`src/include/tmr_pkg.sv`:
```
// package for the 8-bit timer/counter with two compare units
// assumes a single core clock and a plain register port from the cpu
package tmr_pkg;
   // ==========================================================
   // register indices
   localparam logic [3:0] ADDR_CTRL_A   = 4'h0;
   localparam logic [3:0] ADDR_CTRL_B   = 4'h1;
   localparam logic [3:0] ADDR_COUNT    = 4'h2;
   localparam logic [3:0] ADDR_CMP_A    = 4'h3;
   localparam logic [3:0] ADDR_CMP_B    = 4'h4;
   localparam logic [3:0] ADDR_IRQ_FLAG = 4'h5;
   localparam logic [3:0] ADDR_IRQ_MASK = 4'h6;
   localparam logic [3:0] ADDR_ACK      = 4'h7;
   localparam logic [3:0] ADDR_PRESCALE = 4'h8;

   // ==========================================================
   // field positions
   localparam int CTRLA_WGM_LO  = 0;   // two low waveform mode bits
   localparam int CTRLA_COMB_LO = 4;
   localparam int CTRLA_COMA_LO = 6;
   localparam int CTRLB_CS_LO   = 0;
   localparam int CTRLB_WGM_HI  = 3;
   localparam int CTRLB_FOCB    = 6;
   localparam int CTRLB_FOCA    = 7;
   localparam int FLAG_OVF      = 1;
   localparam int FLAG_CMPA     = 0;
   localparam int FLAG_CMPB     = 2;

   localparam logic [7:0] BOTTOM_VALUE = 8'h00;
   localparam logic [7:0] MAX_VALUE    = 8'hff;
   localparam logic [7:0] ZERO_BYTE    = 8'h00;

   // ==========================================================
   // waveform modes
   localparam logic [2:0] WGM_NORMAL   = 3'h0;
   localparam logic [2:0] WGM_PC_FF    = 3'h1;
   localparam logic [2:0] WGM_CTC      = 3'h2;
   localparam logic [2:0] WGM_FAST_FF  = 3'h3;
   localparam logic [2:0] WGM_PC_OCR   = 3'h5;
   localparam logic [2:0] WGM_FAST_OCR = 3'h7;

   // clock select codes
   localparam logic [2:0] CS_STOP    = 3'h0;
   localparam logic [2:0] CS_DIV1    = 3'h1;
   localparam logic [2:0] CS_DIV8    = 3'h2;
   localparam logic [2:0] CS_DIV64   = 3'h3;
   localparam logic [2:0] CS_DIV256  = 3'h4;
   localparam logic [2:0] CS_DIV1024 = 3'h5;
   localparam logic [2:0] CS_EXT_FALL = 3'h6;

   localparam logic [1:0] COM_OFF    = 2'h0;
   localparam logic [1:0] COM_TOGGLE = 2'h1;
   localparam logic [1:0] COM_CLEAR  = 2'h2;
   localparam logic [1:0] COM_SET    = 2'h3;

   typedef struct packed {
      logic [3:0] addr;
      logic [7:0] wdata;
      logic       wr;
      logic       rd;
   } tmr_bus_type;

   typedef struct packed {
      logic [1:0] comA;
      logic [1:0] comB;
      logic [1:0] unused;
      logic [1:0] wgmLo;
   } tmr_ctrl_a_type;
endpackage

```
`src/logic/tmr_timer8.sv`:
```
// 8-bit timer/counter: counter, two compare units, flags, prescaler
// assumes the cpu drives the register port on core_clk; count pin is async
//
// Contract
// - count and both compares are eight bits
// - tick from prescaler or pin; zero stops
// - bottom is 0x00, max is 0xff
// - top is 0xff or compare a
// - each tick clears, increments or decrements
// - cpu reads and writes count anytime
// - cpu count write beats clear or count
// - three-bit waveform mode across two controls
// - overflow flag set per mode, requests irq
// - count compared with both compares always
// - compare flag set on tick after match
// - flag cleared by service or written one
// - shared flag register, per-request mask bits
// - output from match, mode, output mode
// - pwm double-buffers compares, update at top
// - cpu reaches buffer when buffering active
// - force strobe acts like match in non-pwm modes, no flag
// - count write blocks next-tick match
// - output states kept across mode changes
// - output mode changes take effect immediately
`timescale 1ns/1ns
module tmr_timer8 #(
   parameter int WIDTH = 8
) (
   input  wire logic             core_clk,
   input  wire logic             rst,
   input  wire logic [3:0]       regAddr,
   input  wire logic [WIDTH-1:0] regWdata,
   input  wire logic             regWr,
   input  wire logic             regRd,
   output logic      [WIDTH-1:0] regRdata,
   input  wire logic             externalCountPin,
   output logic                  compareOutputA,
   output logic                  compareOutputB,
   output logic                  overflowIrq,
   output logic                  compareIrqA,
   output logic                  compareIrqB
);
   // ==========================================================
   // pin synchroniser, three stages
   logic [2:0] pinSync;
   logic [2:0] next_pinSync;
   logic       pinLevel;
   logic       next_pinLevel;
   always_comb begin
      next_pinSync = {pinSync[1:0], externalCountPin};
      next_pinLevel = pinLevel;
      if (pinSync[2] == pinSync[1]) begin
         next_pinLevel = pinSync[1];
      end
   end
   always_ff @(posedge core_clk) begin
      if (rst) begin
         pinSync  <= 3'h0;
         pinLevel <= 1'b0;
      end else begin
         pinSync  <= next_pinSync;
         pinLevel <= next_pinLevel;
      end
   end

   // ==========================================================
   // registers and state
   tmr_pkg::tmr_ctrl_a_type ctrlA;
   logic [7:0] ctrlB;
   logic [7:0] countValue, compareValueA, compareValueB, bufA, bufB;
   logic [2:0] timerIrqFlagReg, timerIrqMaskReg;
   logic [9:0] prescaler;
   logic       upDown, blockNext, pinPrev;
   logic [7:0] next_ctrlB, next_countValue, next_cmpA, next_cmpB, next_bufA, next_bufB;
   logic [7:0] next_rdata;
   tmr_pkg::tmr_ctrl_a_type next_ctrlA;
   logic [2:0] next_flag, next_mask;
   logic [9:0] next_prescaler;
   logic       next_upDown, next_block, next_outA, next_outB;

   logic [2:0] waveformModeField;
   logic [2:0] clockSelectField;
   logic       timerTick, isPwm, isPhase, atTop, atBottom, matchA, matchB;
   logic [7:0] topValue;

   tmr_pkg::tmr_bus_type bus;
   assign bus = '{addr: regAddr, wdata: regWdata, wr: regWr, rd: regRd};

   assign waveformModeField = {ctrlB[tmr_pkg::CTRLB_WGM_HI], ctrlA.wgmLo};
   assign clockSelectField  = ctrlB[tmr_pkg::CTRLB_CS_LO +: 3];
   assign isPwm   = waveformModeField[0];   // modes 1,3,5,7 are pwm
   assign isPhase = isPwm && !waveformModeField[1];
   assign topValue = (waveformModeField == tmr_pkg::WGM_CTC ||
                      waveformModeField == tmr_pkg::WGM_PC_OCR ||
                      waveformModeField == tmr_pkg::WGM_FAST_OCR)
                     ? compareValueA : tmr_pkg::MAX_VALUE;
   assign atTop    = (countValue == topValue);
   assign atBottom = (countValue == tmr_pkg::BOTTOM_VALUE);
   assign matchA   = (countValue == compareValueA);
   assign matchB   = (countValue == compareValueB);

   // ==========================================================
   // tick select: prescaler taps or falling/rising pin edge
   always_comb begin
      next_prescaler = prescaler + 10'h001;
      case (clockSelectField)
         tmr_pkg::CS_STOP:     timerTick = 1'b0;
         tmr_pkg::CS_DIV1:     timerTick = 1'b1;
         tmr_pkg::CS_DIV8:     timerTick = (prescaler[2:0] == 3'h7);
         tmr_pkg::CS_DIV64:    timerTick = (prescaler[5:0] == 6'h3f);
         tmr_pkg::CS_DIV256:   timerTick = (prescaler[7:0] == 8'hff);
         tmr_pkg::CS_DIV1024:  timerTick = (prescaler == 10'h3ff);
         tmr_pkg::CS_EXT_FALL: timerTick = pinPrev && !pinLevel;
         default:              timerTick = !pinPrev && pinLevel;
      endcase
   end

   // compare output action for one unit
   function automatic logic outAction(input logic cur, input logic [1:0] com,
                                      input logic pwm, input logic phase,
                                      input logic match, input logic bottom,
                                      input logic up);
      logic res;
      res = cur;
      if (!pwm) begin
         case (com)
            tmr_pkg::COM_TOGGLE: res = match ? !cur : cur;
            tmr_pkg::COM_CLEAR:  res = match ? 1'b0 : cur;
            tmr_pkg::COM_SET:    res = match ? 1'b1 : cur;
            default:             res = cur;
         endcase
      end else if (com[1]) begin
         // inverting when low bit set
         if (phase) begin
            if (match) res = up ? com[0] : !com[0];
         end else begin
            if (match) res = com[0];
            else if (bottom) res = !com[0];
         end
      end
      return res;
   endfunction

   // ==========================================================
   // next-state logic
   always_comb begin
      next_ctrlA = ctrlA;
      next_ctrlB = ctrlB & 8'h3f;   // force strobes read as zero
      next_countValue = countValue;
      next_cmpA = compareValueA;
      next_cmpB = compareValueB;
      next_bufA = bufA;
      next_bufB = bufB;
      next_flag = timerIrqFlagReg;
      next_mask = timerIrqMaskReg;
      next_upDown = upDown;
      next_block = blockNext;
      next_outA = compareOutputA;   // held across mode changes
      next_outB = compareOutputB;
      next_rdata = tmr_pkg::ZERO_BYTE;

      if (timerTick) begin
         next_block = 1'b0;
         // count sequence
         if (isPhase) begin
            if (upDown && atTop) begin
               next_upDown = 1'b0;
               next_countValue = countValue - 8'h01;
            end else if (!upDown && atBottom) begin
               next_upDown = 1'b1;
               next_countValue = countValue + 8'h01;
            end else begin
               next_countValue = upDown ? countValue + 8'h01 : countValue - 8'h01;
            end
         end else if (atTop && waveformModeField != tmr_pkg::WGM_NORMAL) begin
            next_countValue = tmr_pkg::BOTTOM_VALUE;
         end else begin
            next_countValue = countValue + 8'h01;
            next_upDown = 1'b1;
         end
         // overflow point per mode
         if ((isPhase && atBottom) || (isPwm && !isPhase && atTop) ||
             (!isPwm && countValue == tmr_pkg::MAX_VALUE)) begin
            next_flag[tmr_pkg::FLAG_OVF] = 1'b1;
         end
         if (!blockNext) begin
            if (matchA) next_flag[tmr_pkg::FLAG_CMPA] = 1'b1;
            if (matchB) next_flag[tmr_pkg::FLAG_CMPB] = 1'b1;
            next_outA = outAction(compareOutputA, ctrlA.comA, isPwm, isPhase,
                                  matchA, atBottom, upDown);
            next_outB = outAction(compareOutputB, ctrlA.comB, isPwm, isPhase,
                                  matchB, atBottom, upDown);
         end
         // buffered update at top, in both fast and phase-correct pwm
         if (isPwm && ((isPhase && atTop) || (!isPhase && atTop))) begin
            next_cmpA = bufA;
            next_cmpB = bufB;
         end
      end

      if (bus.wr) begin
         case (bus.addr)
            tmr_pkg::ADDR_CTRL_A: next_ctrlA = tmr_pkg::tmr_ctrl_a_type'(bus.wdata);
            tmr_pkg::ADDR_CTRL_B: begin
               next_ctrlB = bus.wdata & 8'h3f;
               if (!isPwm) begin
                  // forced match updates outputs only
                  if (bus.wdata[tmr_pkg::CTRLB_FOCA])
                     next_outA = outAction(compareOutputA, ctrlA.comA, 1'b0, 1'b0,
                                           1'b1, 1'b0, 1'b1);
                  if (bus.wdata[tmr_pkg::CTRLB_FOCB])
                     next_outB = outAction(compareOutputB, ctrlA.comB, 1'b0, 1'b0,
                                           1'b1, 1'b0, 1'b1);
               end
            end
            tmr_pkg::ADDR_COUNT: begin
               next_countValue = bus.wdata;
               next_block = 1'b1;
            end
            tmr_pkg::ADDR_CMP_A: begin
               if (isPwm) next_bufA = bus.wdata;
               else next_cmpA = bus.wdata;
            end
            tmr_pkg::ADDR_CMP_B: begin
               if (isPwm) next_bufB = bus.wdata;
               else next_cmpB = bus.wdata;
            end
            // write one clears; a same-cycle set is kept
            tmr_pkg::ADDR_IRQ_FLAG: next_flag = next_flag &
                                     ~(bus.wdata[2:0] & ~(next_flag & ~timerIrqFlagReg));
            tmr_pkg::ADDR_IRQ_MASK: next_mask = bus.wdata[2:0];
            // service acknowledge clears the flag
            tmr_pkg::ADDR_ACK:      next_flag = next_flag &
                                     ~(bus.wdata[2:0] & ~(next_flag & ~timerIrqFlagReg));
            default: ;
         endcase
      end

      if (bus.rd) begin
         case (bus.addr)
            tmr_pkg::ADDR_CTRL_A:   next_rdata = ctrlA;
            tmr_pkg::ADDR_CTRL_B:   next_rdata = ctrlB;
            tmr_pkg::ADDR_COUNT:    next_rdata = countValue;
            tmr_pkg::ADDR_CMP_A:    next_rdata = isPwm ? bufA : compareValueA;
            tmr_pkg::ADDR_CMP_B:    next_rdata = isPwm ? bufB : compareValueB;
            tmr_pkg::ADDR_IRQ_FLAG: next_rdata = {5'h00, timerIrqFlagReg};
            tmr_pkg::ADDR_IRQ_MASK: next_rdata = {5'h00, timerIrqMaskReg};
            default:                next_rdata = tmr_pkg::ZERO_BYTE;
         endcase
      end
   end

   always_ff @(posedge core_clk) begin
      if (rst) begin
         ctrlA <= '0;
         ctrlB <= tmr_pkg::ZERO_BYTE;
         countValue <= tmr_pkg::ZERO_BYTE;
         compareValueA <= tmr_pkg::ZERO_BYTE;
         compareValueB <= tmr_pkg::ZERO_BYTE;
         bufA <= tmr_pkg::ZERO_BYTE;
         bufB <= tmr_pkg::ZERO_BYTE;
         timerIrqFlagReg <= 3'h0;
         timerIrqMaskReg <= 3'h0;
         prescaler <= 10'h000;
         upDown <= 1'b1;
         blockNext <= 1'b0;
         pinPrev <= 1'b0;
         compareOutputA <= 1'b0;
         compareOutputB <= 1'b0;
         regRdata <= tmr_pkg::ZERO_BYTE;
         overflowIrq <= 1'b0;
         compareIrqA <= 1'b0;
         compareIrqB <= 1'b0;
      end else begin
         ctrlA <= next_ctrlA;
         ctrlB <= next_ctrlB;
         countValue <= next_countValue;
         compareValueA <= next_cmpA;
         compareValueB <= next_cmpB;
         bufA <= next_bufA;
         bufB <= next_bufB;
         timerIrqFlagReg <= next_flag;
         timerIrqMaskReg <= next_mask;
         prescaler <= next_prescaler;
         upDown <= next_upDown;
         blockNext <= next_block;
         pinPrev <= pinLevel;
         compareOutputA <= next_outA;
         compareOutputB <= next_outB;
         regRdata <= next_rdata;
         overflowIrq <= next_flag[tmr_pkg::FLAG_OVF] & next_mask[tmr_pkg::FLAG_OVF];
         compareIrqA <= next_flag[tmr_pkg::FLAG_CMPA] & next_mask[tmr_pkg::FLAG_CMPA];
         compareIrqB <= next_flag[tmr_pkg::FLAG_CMPB] & next_mask[tmr_pkg::FLAG_CMPB];
      end
   end

   // ==========================================================
   // assertions
   a_stop_freezes: assert property (@(posedge core_clk) disable iff (rst)
      (clockSelectField == tmr_pkg::CS_STOP && !bus.wr) |=> $stable(countValue))
      else $error("count moved while stopped");
   a_write_wins: assert property (@(posedge core_clk) disable iff (rst)
      (bus.wr && bus.addr == tmr_pkg::ADDR_COUNT) |=> countValue == $past(bus.wdata))
      else $error("count write lost");
   a_block_match: assert property (@(posedge core_clk) disable iff (rst)
      (blockNext && timerTick && !timerIrqFlagReg[tmr_pkg::FLAG_CMPA]
       && !(bus.wr)) |=> !timerIrqFlagReg[tmr_pkg::FLAG_CMPA])
      else $error("match not blocked after count write");
   a_flag_on_tick: assert property (@(posedge core_clk) disable iff (rst)
      (timerTick && matchA && !blockNext) |=> timerIrqFlagReg[tmr_pkg::FLAG_CMPA])
      else $error("compare flag a not set");
   a_irq_masked: assert property (@(posedge core_clk) disable iff (rst)
      compareIrqB |-> timerIrqMaskReg[tmr_pkg::FLAG_CMPB] && timerIrqFlagReg[tmr_pkg::FLAG_CMPB])
      else $error("unmasked compare irq b");
   a_direct_write: assert property (@(posedge core_clk) disable iff (rst)
      (bus.wr && bus.addr == tmr_pkg::ADDR_CMP_B && !isPwm) |=> compareValueB == $past(bus.wdata))
      else $error("direct compare write missed");
   a_ctc_clear: assert property (@(posedge core_clk) disable iff (rst)
      (timerTick && waveformModeField == tmr_pkg::WGM_CTC && atTop && !bus.wr)
      |=> countValue == tmr_pkg::BOTTOM_VALUE)
      else $error("ctc did not clear");
   a_normal_ovf: assert property (@(posedge core_clk) disable iff (rst)
      (timerTick && waveformModeField == tmr_pkg::WGM_NORMAL
       && countValue == tmr_pkg::MAX_VALUE) |=> timerIrqFlagReg[tmr_pkg::FLAG_OVF])
      else $error("overflow flag not set");
   a_force_no_flag: assert property (@(posedge core_clk) disable iff (rst)
      (bus.wr && bus.addr == tmr_pkg::ADDR_CTRL_B && !timerTick
       && !timerIrqFlagReg[tmr_pkg::FLAG_CMPA]) |=> !timerIrqFlagReg[tmr_pkg::FLAG_CMPA])
      else $error("force strobe set compare flag a");
   a_buffer_load: assert property (@(posedge core_clk) disable iff (rst)
      (timerTick && isPwm && atTop && !bus.wr)
      |=> compareValueA == $past(bufA))
      else $error("buffered compare a not loaded at top");
   a_phase_ovf: assert property (@(posedge core_clk) disable iff (rst)
      (timerTick && isPhase && atBottom)
      |=> timerIrqFlagReg[tmr_pkg::FLAG_OVF])
      else $error("phase-correct overflow not set at bottom");
   a_pwm_buffered: assert property (@(posedge core_clk) disable iff (rst)
      (bus.wr && bus.addr == tmr_pkg::ADDR_CMP_A && isPwm && !timerTick)
      |=> $stable(compareValueA))
      else $error("pwm compare write reached active register");
endmodule

```
`config.mk`:
```
export PLATFORM = sky130hd
export DESIGN_NAME = tmr_timer8
export DESIGN_NICKNAME = d
export VERILOG_FILES = /design/src/include/tmr_pkg.sv /design/src/logic/tmr_timer8.sv
export SDC_FILE = /design/constraint.sdc
export NUM_CORES = 1
export LEC_CHECK = 0
export BUFFER_PORTS_ARGS = -buffer_cell sky130_fd_sc_hd__buf_2
export CAP_MARGIN = 0
export CORE_MARGIN = 1.5
export CORE_UTILIZATION = 40
export DETAILED_ROUTE_END_ITERATION = 16
export PLACE_DENSITY = 0.61
export SLEW_MARGIN = 20
export SYNTH_ARGS = -nofsm -noshare
export SYNTH_HDL_FRONTEND = slang
export SYNTH_SLANG_ARGS = --single-unit
```
`constraint.sdc`:
```
create_clock -name core_clk -period 3.2 [get_ports core_clk]
set_input_delay 0.48 -clock core_clk [delete_from_list [all_inputs] [get_ports core_clk]]
set_output_delay 0.48 -clock core_clk [all_outputs]
set_load 0.02 [all_outputs]
```
==> impl_metrics.prom <==
# TYPE chip_impl_metric gauge
chip_impl_metric{name="drt_iter0_drc",unit=""} 504
chip_impl_metric{name="proportion_of_register_bits_with_asynchronous_set_or_reset_after_synthesis",unit=""} 0
chip_impl_metric{name="reported_max_cap_violation_count",unit=""} 0
chip_impl_metric{name="drt-total-wl",unit="µm"} 14900
chip_impl_metric{name="cp_max_fanout",unit=""} 8
chip_impl_metric{name="cts_setup_buffers",unit=""} 0
chip_impl_info{name="min-delay-start",value="externalCountPin"} 1
chip_impl_metric{name="multiInputGateArea",unit="mm²"} 0.00294
chip_impl_metric{name="vdd_drop_max",unit="µV"} 211
chip_impl_metric{name="hold_ws",unit="ns"} 0.343
chip_impl_metric{name="synthCells",unit=""} 602
chip_impl_metric{name="synth.ff_latch_count",unit=""} 90
chip_impl_info{name="critical_path_class",value="reg -> reg"} 1
chip_impl_metric{name="yosys.cell_types.count",unit=""} 64
chip_impl_metric{name="rows",unit=""} 40
chip_impl_metric{name="floorplan.die.height",unit="µm"} 114
chip_impl_info{name="clock_root_buffer",value="clkbuf_16"} 1
chip_impl_metric{name="worst-endpoint-required",unit="ns"} 3.46
chip_impl_metric{name="sequential_cell_area",unit="mm²"} 0.00180
chip_impl_metric{name="layout.filler_cells",unit=""} 1180
chip_impl_metric{name="synth_fp_nets",unit=""} 628
chip_impl_metric{name="powerDensity",unit="mW/mm²"} 461
chip_impl_metric{name="setup_viol",unit=""} 0
chip_impl_metric{name="antenna_cells_inserted",unit=""} 0
chip_impl_metric{name="detailedPlacementHpwl",unit="µm"} 10500
chip_impl_metric{name="final_net_count",unit=""} 639
chip_impl_metric{name="initial_utilization",unit=""} 0.412
chip_impl_metric{name="core_region",unit="mm²"} 0.0121
chip_impl_info{name="unrepaired_setup_endpoints_after_global_routing",value="no"} 1
chip_impl_metric{name="period_needed",unit="ns"} 2.94
chip_impl_metric{name="via_count",unit=""} 4584
chip_impl_metric{name="detail_route.vias_per_cell",unit=""} 5.83
chip_impl_metric{name="cts.clk_slew.worst_paths",unit="ns"} 0.07
chip_impl_metric{name="p_switching",unit="W"} 0.000708
chip_impl_metric{name="final-hold-violation-count",unit=""} 0
chip_impl_metric{name="synth_enable_flop_cells",unit=""} 0
chip_impl_metric{name="ys_seq_area_frac",unit=""} 0.363
chip_impl_metric{name="yosys_warns",unit=""} 0
chip_impl_metric{name="report.final.slew_viol_count",unit=""} 0
chip_impl_metric{name="synth.cell_area",unit="mm²"} 0.00497
chip_impl_info{name="worst_r2r_startpoint",value="countValue[4]"} 1
chip_impl_metric{name="grt_pass1_vias",unit=""} 4298
chip_impl_metric{name="post_route_core_utilization",unit=""} 0.462
chip_impl_metric{name="fmax",unit="MHz"} 340
chip_impl_metric{name="fin_tns_setup",unit="ns"} 0
chip_impl_metric{name="grt_overflow",unit=""} 0
chip_impl_info{name="worst_hold_path_type",value="in -> reg"} 1
chip_impl_metric{name="synth_area_per_cell",unit="µm²"} 8.25
chip_impl_metric{name="power.clock.fraction",unit=""} 0.424
chip_impl_metric{name="place_inst",unit=""} 770
chip_impl_metric{name="min_period_over_period",unit=""} 0.918
chip_impl_metric{name="combinationalPowerShare",unit=""} 0.122
chip_impl_metric{name="ant_nets",unit=""} 0
chip_impl_metric{name="synthToLayoutAreaGrowth",unit="%"} 12.2
chip_impl_metric{name="switching_share",unit=""} 0.275
chip_impl_metric{name="clock_path_buffers",unit=""} 2
chip_impl_metric{name="design.die.area",unit="mm²"} 0.0131
chip_impl_info{name="run_status",value="complete, no violations"} 1
chip_impl_metric{name="timing.slew.headroom",unit=""} 0.503
chip_impl_metric{name="antenna_violations_before_repair",unit=""} 0
chip_impl_metric{name="post_layout_nonfiller_instances",unit=""} 786
chip_impl_info{name="critical_path.reg2reg.endpoint",value="compareOutputA"} 1
chip_impl_metric{name="r2r_cells",unit=""} 11
chip_impl_info{name="hold-path-endpoint",value="pinSync[0]"} 1
chip_impl_metric{name="cts_buffers",unit=""} 9
chip_impl_metric{name="critPathArrivalTime",unit="ns"} 3.19
chip_impl_metric{name="grt_start_max_net_pins",unit=""} 49
chip_impl_metric{name="post_drt_wl_per_cell",unit="µm"} 18.9
chip_impl_info{name="postSynth.topFlopCell",value="dfxtp_1"} 1
chip_impl_metric{name="leakage",unit="nW"} 2.15
chip_impl_metric{name="drt_first_pass_iters",unit=""} 7
chip_impl_metric{name="htreeDepth",unit=""} 3
chip_impl_metric{name="cts.sinks",unit=""} 90
chip_impl_metric{name="seq_power_share",unit=""} 0.454
chip_impl_metric{name="r2r_setup_slack",unit="ns"} 0.26
chip_impl_metric{name="internal_power",unit="W"} 0.00186
chip_impl_metric{name="global_route_wire_length_before_repair",unit="µm"} 23300
chip_impl_metric{name="die-width",unit="µm"} 114
chip_impl_info{name="critical_path.endpoint_type",value="flop"} 1
chip_impl_metric{name="max_slew.worst_pin.slew",unit="ns"} 0.746
chip_impl_metric{name="final_layout_size_suffix_gt1_frac",unit=""} 0.121
chip_impl_metric{name="drc_errors",unit=""} 0
chip_impl_metric{name="clock_skew",unit="ns"} 0.00843
chip_impl_metric{name="min_delay_path_depth",unit=""} 2
chip_impl_metric{name="grt_util_all_layers",unit=""} 0.233
chip_impl_metric{name="gp_congestion",unit=""} 0.871
chip_impl_info{name="cts_tree",value="built"} 1
chip_impl_info{name="crit_path_start_kind",value="flop"} 1
chip_impl_metric{name="io_buffers",unit=""} 29
chip_impl_metric{name="boundaryPins",unit=""} 30
chip_impl_metric{name="insertion_delay",unit="ns"} 0.36
-- layout by cell type (no fill, tap or decap), types with 3 or more instances in the layout --
cell,Yosys,final
nor4b_1,5,5
nand4_1,7,7
o21ai_0,18,18
o22ai_1,4,4
a221oi_1,6,6
a21oi_1,36,36
nor3_1,14,14
nor4_1,9,7
or3_1,3,3
nor3b_1,3,3
xor2_1,16,16
nor2b_1,12,12
nand2_1,43,43
and2_1,3,3
o31ai_1,3,3
a22oi_1,4,4
mux2_2,5,5
nor2_1,86,86
inv_1,16,16
clkbuf_16,0,9
buf_4,0,16
dfxtp_1,90,90
buf_2,4,29
nand2b_1,3,3
and3_1,9,9
ha_1,9,9
nand3_1,29,29
a211oi_1,20,20
a31oi_1,4,4
xnor2_1,8,8
mux2i_1,52,52
-- state kept, by name, indices dropped and copies added (netlist names), 6 cells and up --
name           flops
bufA               8
bufB               8
compareValueA      8
compareValueB      8
countValue         8
ctrlA              8
ctrlB              6
prescaler         10
regRdata           8
-- worst max-delay path: stages (launching register included) --
cell	delay, ns
dfxtp_1	0.34
buf_4	0.18
a2111oi_0	0.49
buf_4	0.21
nand2_1	0.09
nor2_1	0.23
inv_1	0.14
ha_1	0.29
mux4_2	0.44
nor3_1	0.15
a22oi_1	0.08
and3_1	0.19
-- metrics by stage --
stage          worst slack [ns]  total power, W  area [µm²]
2_1_floorplan             0.335         0.00139        4970
5_1_grt                 0.00327         0.00267        5570
4_1_cts                   0.266         0.00259        5570
3_3_place_gp              0.243         0.00149        5270
6_report                  0.263         0.00257        5570
3_5_place_dp              0.272         0.00150        5270
-- power by group through the flow --
stage	registers [W]	logic (W)	clock network, W
global route	0.00117	0.000347	0.00115
CTS	0.00117	0.000307	0.00111
floorplan	0.00118	0.000212	0
detailed placement	0.00119	0.000305	0
finish	0.00117	0.000314	0.00109
global placement	0.00119	0.000298	0
-- worst max-delay path by stage --
stage / start / end / slack [ns] / depth (start not counted)
3_3_place_gp: countValue[4] / compareOutputA / 0.24 / 11
3_5_place_dp: countValue[4] / compareOutputA / 0.27 / 11
6_report: countValue[4] / compareOutputA / 0.26 / 11
2_1_floorplan: countValue[1] / compareOutputA / 0.34 / 11
4_1_cts: countValue[4] / compareOutputA / 0.27 / 11
5_1_grt: countValue[4] / compareOutputA / 0.003 / 11
-- synth_stat cells (3+ instances only) --
cell	number	area share
a211oi_1	20	0.030
a21oi_1	36	0.036
a221oi_1	6	0.011
a22oi_1	4	0.0060
a31oi_1	4	0.0050
and2_1	3	0.0038
and3_1	9	0.011
buf_1	6	0.0045
buf_2	4	0.0040
clkbuf_1	33	0.025
dfxtp_1	90	0.36
ha_1	9	0.023
inv_1	16	0.012
mux2_2	5	0.011
mux2i_1	52	0.10
nand2_1	43	0.032
nand2b_1	3	0.0038
nand3_1	29	0.029
nand4_1	7	0.0088
nor2_1	86	0.065
nor2b_1	12	0.015
nor3_1	14	0.014
nor3b_1	3	0.0045
nor4_1	9	0.011
nor4b_1	5	0.0088
o21ai_0	18	0.018
o22ai_1	4	0.0050
o31ai_1	3	0.0045
or3_1	3	0.0038
xnor2_1	8	0.014
xor2_1	16	0.028
-- cell families (layout without fill, tap and decap cells) --
kind of cell,Yosys count,in the layout,share of synthesized area
AND/OR/NAND/NOR,237,237,0.231
AO/OA/AOI/OAI,123,123,0.171
flip-flops,90,90,0.363
buffers and inverters,61,77,0.0489
multiplexers,58,58,0.121
XOR/XNOR,24,24,0.0423
adder cells (fa/ha/maj),9,9,0.0227
-- cell type report --
type                    count  area share
clock buffers               9      0.0404
well taps                 168      0.0377
repair buffers             45      0.0476
inverters                  16      0.0108
flip-flops and latches     90       0.323
multi-input cells         451       0.527
clock inverters             7      0.0137
-- layer usage --
metal / share of wire / global-route usage
met5: 0 / 0
met4: 0.026 / 0.0875
met3: 0.069 / 0.0572
met2: 0.46 / 0.365
met1: 0.45 / 0.311
-- what timing repair did --
item | 4_1_cts | 5_1_grt
setup endpoints to repair | 0 | 1
hold buffers | 0 | 0
resized for setup | 0 | 1
hold endpoints to repair | 0 | 0
(Power assumes the default switching activity.)
